File: src/verilog/pxcap_pkg.sv
// Package: offsets, field layouts and reset values of the express capability block
package pxcap_pkg;

    // Configuration space byte offsets
    localparam logic [7:0] PXCAP_OFS_IDENT = 8'h70;
    localparam logic [7:0] PXCAP_OFS_NEXT = 8'h71;
    localparam logic [7:0] PXCAP_OFS_CAPWORD = 8'h72;
    localparam logic [7:0] PXCAP_OFS_DEVCAP = 8'h74;
    localparam logic [7:0] PXCAP_OFS_GEN_CTRL = 8'hD4;

    // Fixed identifier and list pointers
    localparam logic [7:0] PXCAP_IDENT_VAL = 8'h10;
    localparam logic [7:0] PXCAP_NEXT_VAL = 8'h00;
    localparam logic [7:0] PXCAP_PREV_NEXT_VAL = 8'h70;

    // Capabilities word fields
    localparam logic [1:0] PXCAP_CW_RSVD = 2'h0;
    localparam logic [4:0] PXCAP_CW_INT_NUM = 5'h00;
    localparam logic PXCAP_CW_SLOT = 1'b0;
    localparam logic [3:0] PXCAP_CW_PORT_KIND = 4'h7;
    localparam logic [3:0] PXCAP_CW_VERSION = 4'h2;
    localparam logic [15:0] PXCAP_CW_RESET = 16'h0072;

    // Device capabilities field positions
    localparam int PXCAP_DC_SCALE_LSB = 26;
    localparam int PXCAP_DC_VALUE_LSB = 18;
    localparam int PXCAP_DC_DEEP_LSB = 9;
    localparam int PXCAP_DC_LIGHT_LSB = 6;
    localparam logic [31:0] PXCAP_DC_RESET = 32'h00008D82;

    // Device capabilities fixed fields
    localparam logic [3:0] PXCAP_DC_RSVD_HI = 4'h0;
    localparam logic [1:0] PXCAP_DC_RSVD_LO = 2'h0;
    localparam logic PXCAP_DC_ROLE_ERR = 1'b1;
    localparam logic [2:0] PXCAP_DC_LAMPS_BUTTON = 3'h0;
    localparam logic PXCAP_DC_WIDE_TAG = 1'b0;
    localparam logic [1:0] PXCAP_DC_GHOST_FN = 2'h0;
    localparam logic [2:0] PXCAP_DC_PAYLOAD = 3'h2;

    // Reset values of hardware-updated fields
    localparam logic [2:0] PXCAP_DEEP_LAT_RESET = 3'h6;
    localparam logic [2:0] PXCAP_LIGHT_LAT_RESET = 3'h6;
    localparam logic [1:0] PXCAP_SCALE_RESET = 2'h0;
    localparam logic [7:0] PXCAP_VALUE_RESET = 8'h00;

    // Multiplier selected by the captured power scale
    typedef enum logic [1:0] {
        PXCAP_SCALE_1_0 = 2'h0,
        PXCAP_SCALE_0_1 = 2'h1,
        PXCAP_SCALE_0_01 = 2'h2,
        PXCAP_SCALE_0_001 = 2'h3
    } pxcap_scale_t;

endpackage : pxcap_pkg

File: src/verilog/pxcap_regs.sv
// Read-only express capability structure with power-limit capture and latency mirrors
`timescale 1ns/10ps

// Contract
// - Capability identifier always reads 10h; writes do nothing.
// - Next-item pointer reads 00h, ending the capability list.
// - Interrupt message number, capabilities bits 13:9, fixed at zero.
// - Slot-implemented bit 8 reads zero permanently.
// - Port kind bits 7:4 return 0111b, express-to-PCI bridge.
// - Capability version bits 3:0 return 2h.
// - Capabilities bits 15:14 read zero.
// - Power-limit message payload bits 9:8 go to device capabilities 27:26.
// - Power-limit message payload bits 7:0 go to device capabilities 25:18.
// - Scale codes 00,01,10,11 select 1.0, 0.1, 0.01, 0.001 multipliers.
// - Device capabilities bit 15 hardwired to one.
// - Device capabilities bits 14, 13, 12 read zero.
// - Deep idle latency bits 11:9 follow general control bits 15:13.
// - Deep idle latency resets to 110b, 32 to 64 us.
// - Light idle latency bits 8:6 follow general control bits 18:16.
// - Light idle latency resets to 110b, 2 to 4 us.
// - Latency fields are raised to the physical layer exit latency on each general control write.
// - Ghost function bits 4:3 read zero; wide tags bit 5 unsupported.
// - Largest payload bits 2:0 encode 010b, 512 bytes.
// - Device capabilities bits 31:28 and 17:16 read zero.
// - Preceding capability's next pointer reads 70h.
module pxcap_regs
    import pxcap_pkg::*;
#(
    parameter int LAT_W = 3
) (
    input wire logic clock,
    input wire logic rst,
    input wire logic cfg_rd,
    input wire logic cfg_wr,
    input wire logic [7:0] cfg_addr,
    output logic [31:0] cfg_rdata,
    output logic cfg_ack,
    input wire logic slot_power_msg,
    input wire logic [9:0] slot_power_payload,
    input wire logic gen_ctrl_wr,
    input wire logic [LAT_W-1:0] deep_idle_latency_setting,
    input wire logic [LAT_W-1:0] light_idle_latency_setting,
    input wire logic [LAT_W-1:0] phy_deep_idle_exit_latency,
    input wire logic [LAT_W-1:0] phy_light_idle_exit_latency,
    output logic [1:0] captured_power_scale,
    output logic [7:0] captured_power_value,
    output logic [2:0] deep_idle_exit_latency,
    output logic [2:0] light_idle_exit_latency,
    output logic [7:0] list_entry_pointer
);

    // The latency fields are 3 bits wide in the register layout
    generate
        if (LAT_W != 3) begin : g_bad_width
            $error("pxcap_regs: LAT_W must be 3");
        end
    endgenerate

    logic [1:0] scale_reg, scale_next;
    logic [7:0] value_reg, value_next;
    logic [2:0] deep_reg, deep_next;
    logic [2:0] light_reg, light_next;
    logic [31:0] rdata_reg, rdata_next;
    logic ack_reg, ack_next;
    logic [7:0] entry_reg, entry_next;
    logic [15:0] cap_word;
    logic [31:0] dev_cap;

    // Capabilities word assembled from constants only
    always_comb begin
        cap_word[15:14] = PXCAP_CW_RSVD;
        cap_word[13:9] = PXCAP_CW_INT_NUM;
        cap_word[8] = PXCAP_CW_SLOT;
        cap_word[7:4] = PXCAP_CW_PORT_KIND;
        cap_word[3:0] = PXCAP_CW_VERSION;
    end

    // Device capabilities word: constants plus the four live fields
    always_comb begin
        dev_cap[31:28] = PXCAP_DC_RSVD_HI;
        dev_cap[27:26] = scale_reg;
        dev_cap[25:18] = value_reg;
        dev_cap[17:16] = PXCAP_DC_RSVD_LO;
        dev_cap[15] = PXCAP_DC_ROLE_ERR;
        dev_cap[14:12] = PXCAP_DC_LAMPS_BUTTON;
        dev_cap[11:9] = deep_reg;
        dev_cap[8:6] = light_reg;
        // no wide tags, no ghost functions
        dev_cap[5] = PXCAP_DC_WIDE_TAG;
        dev_cap[4:3] = PXCAP_DC_GHOST_FN;
        dev_cap[2:0] = PXCAP_DC_PAYLOAD;
    end

    // Hardware-updated fields; config writes never reach them
    always_comb begin
        scale_next = scale_reg;
        value_next = value_reg;
        deep_next = deep_reg;
        light_next = light_reg;
        if (slot_power_msg) begin
            scale_next = slot_power_payload[9:8];
        end
        if (slot_power_msg) begin
            value_next = slot_power_payload[7:0];
        end
        // deep idle mirror, floored at the PHY latency
        if (gen_ctrl_wr) begin
            if (deep_idle_latency_setting < phy_deep_idle_exit_latency) begin
                deep_next = phy_deep_idle_exit_latency;
            end else begin
                deep_next = deep_idle_latency_setting;
            end
        end
        // light idle mirror, floored at the PHY latency
        if (gen_ctrl_wr) begin
            if (light_idle_latency_setting < phy_light_idle_exit_latency) begin
                light_next = phy_light_idle_exit_latency;
            end else begin
                light_next = light_idle_latency_setting;
            end
        end
    end

    // Field registers
    always_ff @(posedge clock) begin
        if (rst) begin
            scale_reg <= PXCAP_SCALE_RESET;
            value_reg <= PXCAP_VALUE_RESET;
            deep_reg <= PXCAP_DEEP_LAT_RESET;
            light_reg <= PXCAP_LIGHT_LAT_RESET;
        end else begin
            scale_reg <= scale_next;
            value_reg <= value_next;
            deep_reg <= deep_next;
            light_reg <= light_next;
        end
    end

    // Config read decode; unmapped dwords return zero so an outer mux can OR them
    always_comb begin
        rdata_next = 32'h00000000;
        ack_next = cfg_rd | cfg_wr;
        if (cfg_rd && cfg_addr[7:2] == PXCAP_OFS_IDENT[7:2]) begin
            rdata_next = {cap_word, PXCAP_NEXT_VAL, PXCAP_IDENT_VAL};
        end else if (cfg_rd && cfg_addr[7:2] == PXCAP_OFS_DEVCAP[7:2]) begin
            rdata_next = dev_cap;
        end
        // pointer that the previous capability presents
        entry_next = PXCAP_PREV_NEXT_VAL;
    end

    // Bus answer registers; ack is a one-cycle pulse per request cycle
    always_ff @(posedge clock) begin
        if (rst) begin
            rdata_reg <= 32'h00000000;
            ack_reg <= 1'b0;
            entry_reg <= PXCAP_PREV_NEXT_VAL;
        end else begin
            rdata_reg <= rdata_next;
            ack_reg <= ack_next;
            entry_reg <= entry_next;
        end
    end

    assign cfg_rdata = rdata_reg;
    assign cfg_ack = ack_reg;
    assign captured_power_scale = scale_reg;
    assign captured_power_value = value_reg;
    assign deep_idle_exit_latency = deep_reg;
    assign light_idle_exit_latency = light_reg;
    assign list_entry_pointer = entry_reg;
endmodule : pxcap_regs

File: config.mk
export PLATFORM = sky130hd
export DESIGN_NAME = pxcap_regs
export DESIGN_NICKNAME = d
export VERILOG_FILES = /design/src/verilog/pxcap_pkg.sv /design/src/verilog/pxcap_regs.sv
export SDC_FILE = /design/constraint.sdc
export NUM_CORES = 1
export LEC_CHECK = 0
export BUFFER_PORTS_ARGS = -buffer_cell sky130_fd_sc_hd__buf_2
export CORE_AREA = 2 2 92 50
export DETAILED_ROUTE_END_ITERATION = 7
export DIE_AREA = 0 0 94 52
export PLACE_DENSITY = 0.7
export SLEW_MARGIN = 15
export SYNTH_ARGS = -nofsm -noshare
export SYNTH_HDL_FRONTEND = slang
export SYNTH_SLANG_ARGS = --single-unit
File: constraint.sdc
create_clock -name clock -period 1.32 [get_ports clock]
set_clock_uncertainty 0.05 [all_clocks]
set_input_delay 0.264 -clock clock [delete_from_list [all_inputs] [get_ports clock]]
set_output_delay 0.264 -clock clock [all_outputs]
set_load 0.02 [all_outputs]
==> results of run 1 <==
[cells by family after synthesis]
kind of cell	after synthesis	synth area share
other cells	2	0.00505
simple gates	49	0.183
flops	35	0.471
compound gates	19	0.0875
mux	10	0.0673
fa+ha+maj	4	0.0336
buf+inv	36	0.153
[layer usage]
layer / vias up / wire length (um) / part of all wire / track usage
li1: 625 / - / - / -
met1: 513 / 1630 / 0.53 / 0.185
met2: 56 / 1130 / 0.37 / 0.196
met3: 5 / 307 / 0.099 / 0.0580
met4: 0 / 22 / 0.0071 / 0.0362
met5: - / 0 / 0 / 0
[layout make-up]
class,count,area [um^2]
clock buffers,7,76.3
fillers,428,2230
multi-input cells,102,631
well taps,57,71.3
repair buffers,77,403
flip-flops and latches,35,701
clock inverters,1,5.00
inverters,9,33.8
[cells in the mapped netlist]
cell type and number:
dfxtp_1 35, buf_4 22, nor2_1 14, and2_1 13, mux2i_1 10, inv_1 9
nand2_1 6, a21oi_1 5, ha_1 4, nor3_1 4, nor3b_1 4, and4b_1 3
nor2b_1 3, a211oi_1 2, a21o_1 2, a311oi_1 2, a31oi_1 2, buf_2 2
clkbuf_1 2, conb_1 2, o211a_1 2, o21bai_1 2, and4_4 1, buf_6 1
nand3_1 1, o21ai_0 1, o21ai_1 1
[power breakdown]
group	leakage, nW	total, mW	internal, mW	switching (mW)
combinational	0.723	0.345	0.133	0.212
clock	0.0422	0.718	0.370	0.349
sequential	0.286	1.12	1.09	0.0240
total	1.05	2.18	1.60	0.585
[registers in the layout (all words and copies together), names as in the netlist]
register,cells
light_idle_exit_latency,3
deep_idle_exit_latency,3
captured_power_value,8
cfg_rdata,18
captured_power_scale,2
cfg_ack,1
[worst max path at each step]
stage	to	slack, ns	depth (start not counted)
after floorplan	light_idle_exit_latency[0]	0.00003	5
after global placement	light_idle_exit_latency[0]	-0.17	5
after detailed placement	light_idle_exit_latency[0]	-0.18	6
after CTS	light_idle_exit_latency[0]	0.11	5
after global routing	deep_idle_exit_latency[0]	0.02	6
final	deep_idle_exit_latency[0]	0.12	5
[per-stage QoR]
stage	power, mW	instances	hold slack [ns]
final	2.18	288	0.164
after global placement	1.48	280	0.408
after global routing	2.30	288	0.169
after floorplan	1.40	173	0.286
after detailed placement	1.48	280	0.406
after CTS	2.21	288	0.154
[what timing repair did]
action | CTS | global route
hold buffers | 0 | 0
resized for setup | 0 | 1
setup endpoints to repair | 0 | 1
==> impl_metrics.csv, run 1 <==
group,metric,value,unit
setup_path,critical_path_class,"input pin to flip-flop",
global_route,grt_pass1_vias,1101,
cts,insertion_delay,0.27,ns
setup_path,worstPathRequired,1.46,ns
cts,numCtsBuffers,5,
timing,finalCritPeriodShare,0.913,
setup_path,slowest_delay,0.32,ns
global_route,gr-total-overflow,0,
worst_hold_path,worstHoldPathType,"input pin to flip-flop",
route,drt_iter0_markers,26,
floorplanning,die_h,52,um
logic_synthesis,synth_top_area_frac,0.471,
route,vias,1199,
floorplanning,die-area,0.00489,mm^2
timing,rsz0062_at_grt,"false",
setup_path,crit_fanout,3,
placed_design,placed_area,0.00184,mm^2
global_route,grt_pass1_wl,5010,um
setup_path,cp.arrival,1.35,ns
setup_path,crit_family,"compound AO/OA/AOI/OAI gates",
floorplanning,rows,17,
logic_synthesis,synth_area_leaders,"dfxtp_1 (47%), buf_4 (11%), mux2i_1 (6.7%)",
worst_hold_path,hold_end,"cfg_rdata[17]",
cts,htree_levels,2,
placed_design,dp_slack,-0.177,ns
floorplanning,initial_core_util,0.359,
outcome,status,"finished clean",
finish,utilization,0.463,
global_route,antenna_found_initial,0,
cts,cts_tree,"done",
timing,drv_slew,0,
timing,setup_viol,0,
setup_path,crit_buf_inv,1,
logic_synthesis,ys_seq_area_frac,0.471,
logic_synthesis,synth_cells,155,
finish,drive_above_1_share,0.368,
route,vias_per_cell,4.16,
setup_path,slowest_stage,"ha_1",
logic_synthesis,synth_seq_cells,35,
worst_hold_path,hp-start,"cfg_addr[2]",
cts,path_clk_slew,0.07,ns
route,drc,0,
global_route,track_usage,0.136,
setup_path,regToRegEndpoint,"deep_idle_exit_latency[0]",
setup_path,cp_cell_sequence,"buf_2 > ha_1 > a21oi_1 > o21ai_1 > a311oi_1",
setup_path,startpoint_type,"input pin",
logic_synthesis,syn_avg_cell_area,9.60,um^2
finish,finalInstanceArea,0.00192,mm^2
setup_path,reg2reg_from,"deep_idle_exit_latency[0]",
placed_design,hpwl,2390,um
power_and_ir_drop,p_per_area,1140,mW/mm^2
power_and_ir_drop,p_leak,1.05,nW
timing,final.setup.tns,0,ns
setup_path,setup.worst_path.end_class,"flip-flop",
setup_path,rrSetupSlack,0.56,ns
placed_design,port_buffers,70,
logic_synthesis,yosys.area.top_type,"dfxtp_1",
finish,final_common_cell,"buf_2",
finish,nets,270,
floorplanning,ios,93,
logic_synthesis,syn-cell-area,0.00149,mm^2
cts,cts_buffer_depth,2,
timing,setup_slack,0.115,ns
setup_path,crit_start,"deep_idle_latency_setting[2]",
finish,layout_common_cells,"buf_2 (70), dfxtp_1 (35), conb_1 (20), nor2_1 (14), and2_1 (13)",
setup_path,ff2ff_path_depth,2,
cts,root_buffer,"clkbuf_8",
logic_synthesis,ys_warn_count,0,
route,wire_per_inst,10.7,um
route,dr.pass1.iters,4,
global_route,grt_max_degree,23,
run,drv_cap,0,
finish,syn2layout_area_growth,29.1,%
floorplanning,core_area,0.00415,mm^2
timing,period_needed,1.20,ns
timing,fmax,830,MHz
finish,antenna_cells,0,
timing,final_hold_viol_count,0,
floorplanning,dieWidth,94,um
placed_design,place.gp.congestion,0.782,
logic_synthesis,yosysUniqueCellTypes,27,
worst_hold_path,whs_path_depth,2,
route,ant_nets,0,
power_and_ir_drop,ir_drop,496,uV
cts,cts_setup_buffers,0,
route,routed_wirelength,3090,um
cts,cts_sinks,35,
Note: power is estimated with default switching activity, not from simulation.
==> inputs of run 2 (changes only) <==
==> constraint.sdc (replaced) <==
create_clock -name clock -period 1.32 [get_ports clock]
set_clock_uncertainty 0.05 [all_clocks]
set_input_delay 0.198 -clock clock [delete_from_list [all_inputs] [get_ports clock]]
set_output_delay 0.198 -clock clock [all_outputs]
set_load 0.02 [all_outputs]
==> run 2 against run 1 <==
Design area fell by 0.78%; non-clock buffer count down 4; clock-buffer cell count is 1 higher; sequential cell count unchanged; cell count decreased by 1.4%; total power rose by 4.0%; setup slack better by 0.041 ns; fmax is 3.5% higher; clock power rose by 14%; core utilization is 0.36 points lower; via count fell by 1.6%; critical path depth is the same; critical endpoint is now light_idle_exit_latency[0].
==> impl_metrics.csv, run 2 (synthesis gave the netlist of run 1 again) <==
group,metric,value,unit
route,drt_iter0_markers,25,
global_route,grt_max_degree,23,
setup_path,regToRegEndpoint,"light_idle_exit_latency[0]",
timing,final_hold_viol_count,0,
cts,path_clk_slew,0.07,ns
timing,setup_slack,0.156,ns
global_route,antenna_found_initial,0,
finish,drive_above_1_share,0.357,
placed_design,place.gp.congestion,0.785,
global_route,grt_pass1_wl,4660,um
worst_hold_path,hold_end,"cfg_rdata[17]",
power_and_ir_drop,pwr-share-seq,0.493,
setup_path,crit_buf_inv,1,
cts,cts_resized,0,
setup_path,crit_fanout,3,
setup_path,cp.arrival,1.30,ns
finish,seqCellArea,701,um^2
timing,finalCritPeriodShare,0.882,
route,routed_wirelength,3000,um
placed_design,port_buffers,70,
global_route,track_usage,0.127,
setup_path,critical_path_class,"input pin to flip-flop",
floorplanning,ios,93,
finish,largest_reg_flops,18,
timing,period_needed,1.16,ns
setup_path,crit_family,"compound AO/OA/AOI/OAI gates",
power_and_ir_drop,power_frac_clock,0.360,
cts,cts_buffer_depth,2,
power_and_ir_drop,power,2.27,mW
power_and_ir_drop,p_leak,1.04,nW
route,wire_per_inst,10.6,um
setup_path,slowest_delay,0.31,ns
run,drv_cap,0,
placed_design,dp_slack,-0.103,ns
floorplanning,die_h,52,um
timing,fmax,859,MHz
worst_hold_path,worstHoldPathType,"input pin to flip-flop",
finish,nFillCells,434,
timing,final.setup.tns,0,ns
route,ant_nets,0,
outcome,status,"finished clean",
timing,drv_slew,0,
global_route,grt_pass1_vias,995,
finish,layout_common_cells,"buf_2 (70), dfxtp_1 (35), conb_1 (20), nor2_1 (14), and2_1 (13)",
finish,syn2layout_area_growth,28.1,%
floorplanning,dieWidth,94,um
setup_path,reg2reg_from,"light_idle_exit_latency[0]",
cts,htree_levels,2,
worst_hold_path,whs_path_depth,2,
floorplanning,core_area,0.00415,mm^2
power_and_ir_drop,p_per_area,1190,mW/mm^2
setup_path,path_depth,5,
power_and_ir_drop,p_switching,574,uW
cts,insertion_delay,0.27,ns
power_and_ir_drop,comb_power_share,0.147,
timing,whs,0.0920,ns
setup_path,startpoint_type,"input pin",
power_and_ir_drop,ir_drop,443,uV
setup_path,setup.worst_path.end_class,"flip-flop",
floorplanning,die-area,0.00489,mm^2
route,drc,0,
power_and_ir_drop,intPower,1.69,mW
cts,cts_tree,"done",
route,vias,1180,
placed_design,hpwl,2390,um
setup_path,slowest_stage,"ha_1",
cts,numCtsBuffers,5,
floorplanning,rows,17,
cts,root_buffer,"clkbuf_8",
setup_path,cp_cell_sequence,"buf_2 > ha_1 > a21oi_1 > o21ai_0 > a311oi_1",
power_and_ir_drop,sw_frac_of_total,0.253,
cts,cts_setup_buffers,0,
timing,rsz0062_at_grt,"false",
cts,cts_sinks,35,
finish,multi_input_area,627,um^2
worst_hold_path,hp-start,"cfg_addr[2]",
timing,setup_viol,0,
route,dr.pass1.iters,4,
setup_path,rrSetupSlack,0.57,ns
setup_path,ff2ff_path_depth,2,
finish,antenna_cells,0,
cts,hold_buffers,0,
finish,nets,266,
route,vias_per_cell,4.15,
floorplanning,initial_core_util,0.359,
setup_path,worstPathRequired,1.46,ns
finish,final_common_cell,"buf_2",
global_route,gr-total-overflow,0,
## run 2: cell count changes in the layout (fill, tap and decap cells not counted)
cell,delta
a21oi_1,+1
a21oi_2,-1
buf_4,-4
clkbuf_8,+2
clkbuf_1,-1
clkinv_2,-1
## run 2: routing by layer
metal / part of all wire / GRT usage / vias up
met1: 0.53 / 0.174 / 506
met2: 0.37 / 0.177 / 57
li1: - / - / 615
met5: 0 / 0 / -
met4: 0.0027 / 0.0290 / 0
met3: 0.10 / 0.0623 / 2
## run 2: worst max-delay path by stage
stage / from / slack (ns) / end
after CTS: light_idle_latency_setting[2] / 0.18 / light_idle_exit_latency[0]
after detailed placement: light_idle_latency_setting[2] / -0.10 / light_idle_exit_latency[0]
after global placement: light_idle_latency_setting[2] / -0.10 / light_idle_exit_latency[0]
final: light_idle_latency_setting[2] / 0.16 / light_idle_exit_latency[0]
after floorplan: phy_light_idle_exit_latency[2] / 0.07 / light_idle_exit_latency[0]
after global routing: phy_light_idle_exit_latency[2] / 0.02 / light_idle_exit_latency[0]
## run 2: worst register-to-register path: stages (launching register included)
cell	delay, ns
dfxtp_1	0.36
o21bai_1	0.07
a311oi_1	0.19
## run 2: area by class of cell
type	count	share of cell area
clock buffers	8	0.0525
flip-flops and latches	35	0.368
multi-input cells	102	0.329
inverters	9	0.0177
repair buffers	73	0.196
well taps	57	0.0374
## run 2: metrics by stage
stage                     area, um^2  utilization  std cells
after floorplan                 1560            -        173
after global placement          1810        0.435        276
after detailed placement        1810        0.435        276
after CTS                       1910        0.459        284
after global routing            1910        0.459        284
final                           1910        0.459        284
## run 2: power by group through the flow
| stage | Sequential (mW) | Combinational, mW | Clock (mW) |
|---|---|---|---|
| 2_1_floorplan | 1.18 | 0.210 | 0 |
| 3_3_place_gp | 1.14 | 0.330 | 0 |
| 3_5_place_dp | 1.14 | 0.332 | 0 |
| 4_1_cts | 1.12 | 0.333 | 0.851 |
| 5_1_grt | 1.12 | 0.368 | 0.902 |
| 6_report | 1.12 | 0.332 | 0.817 |
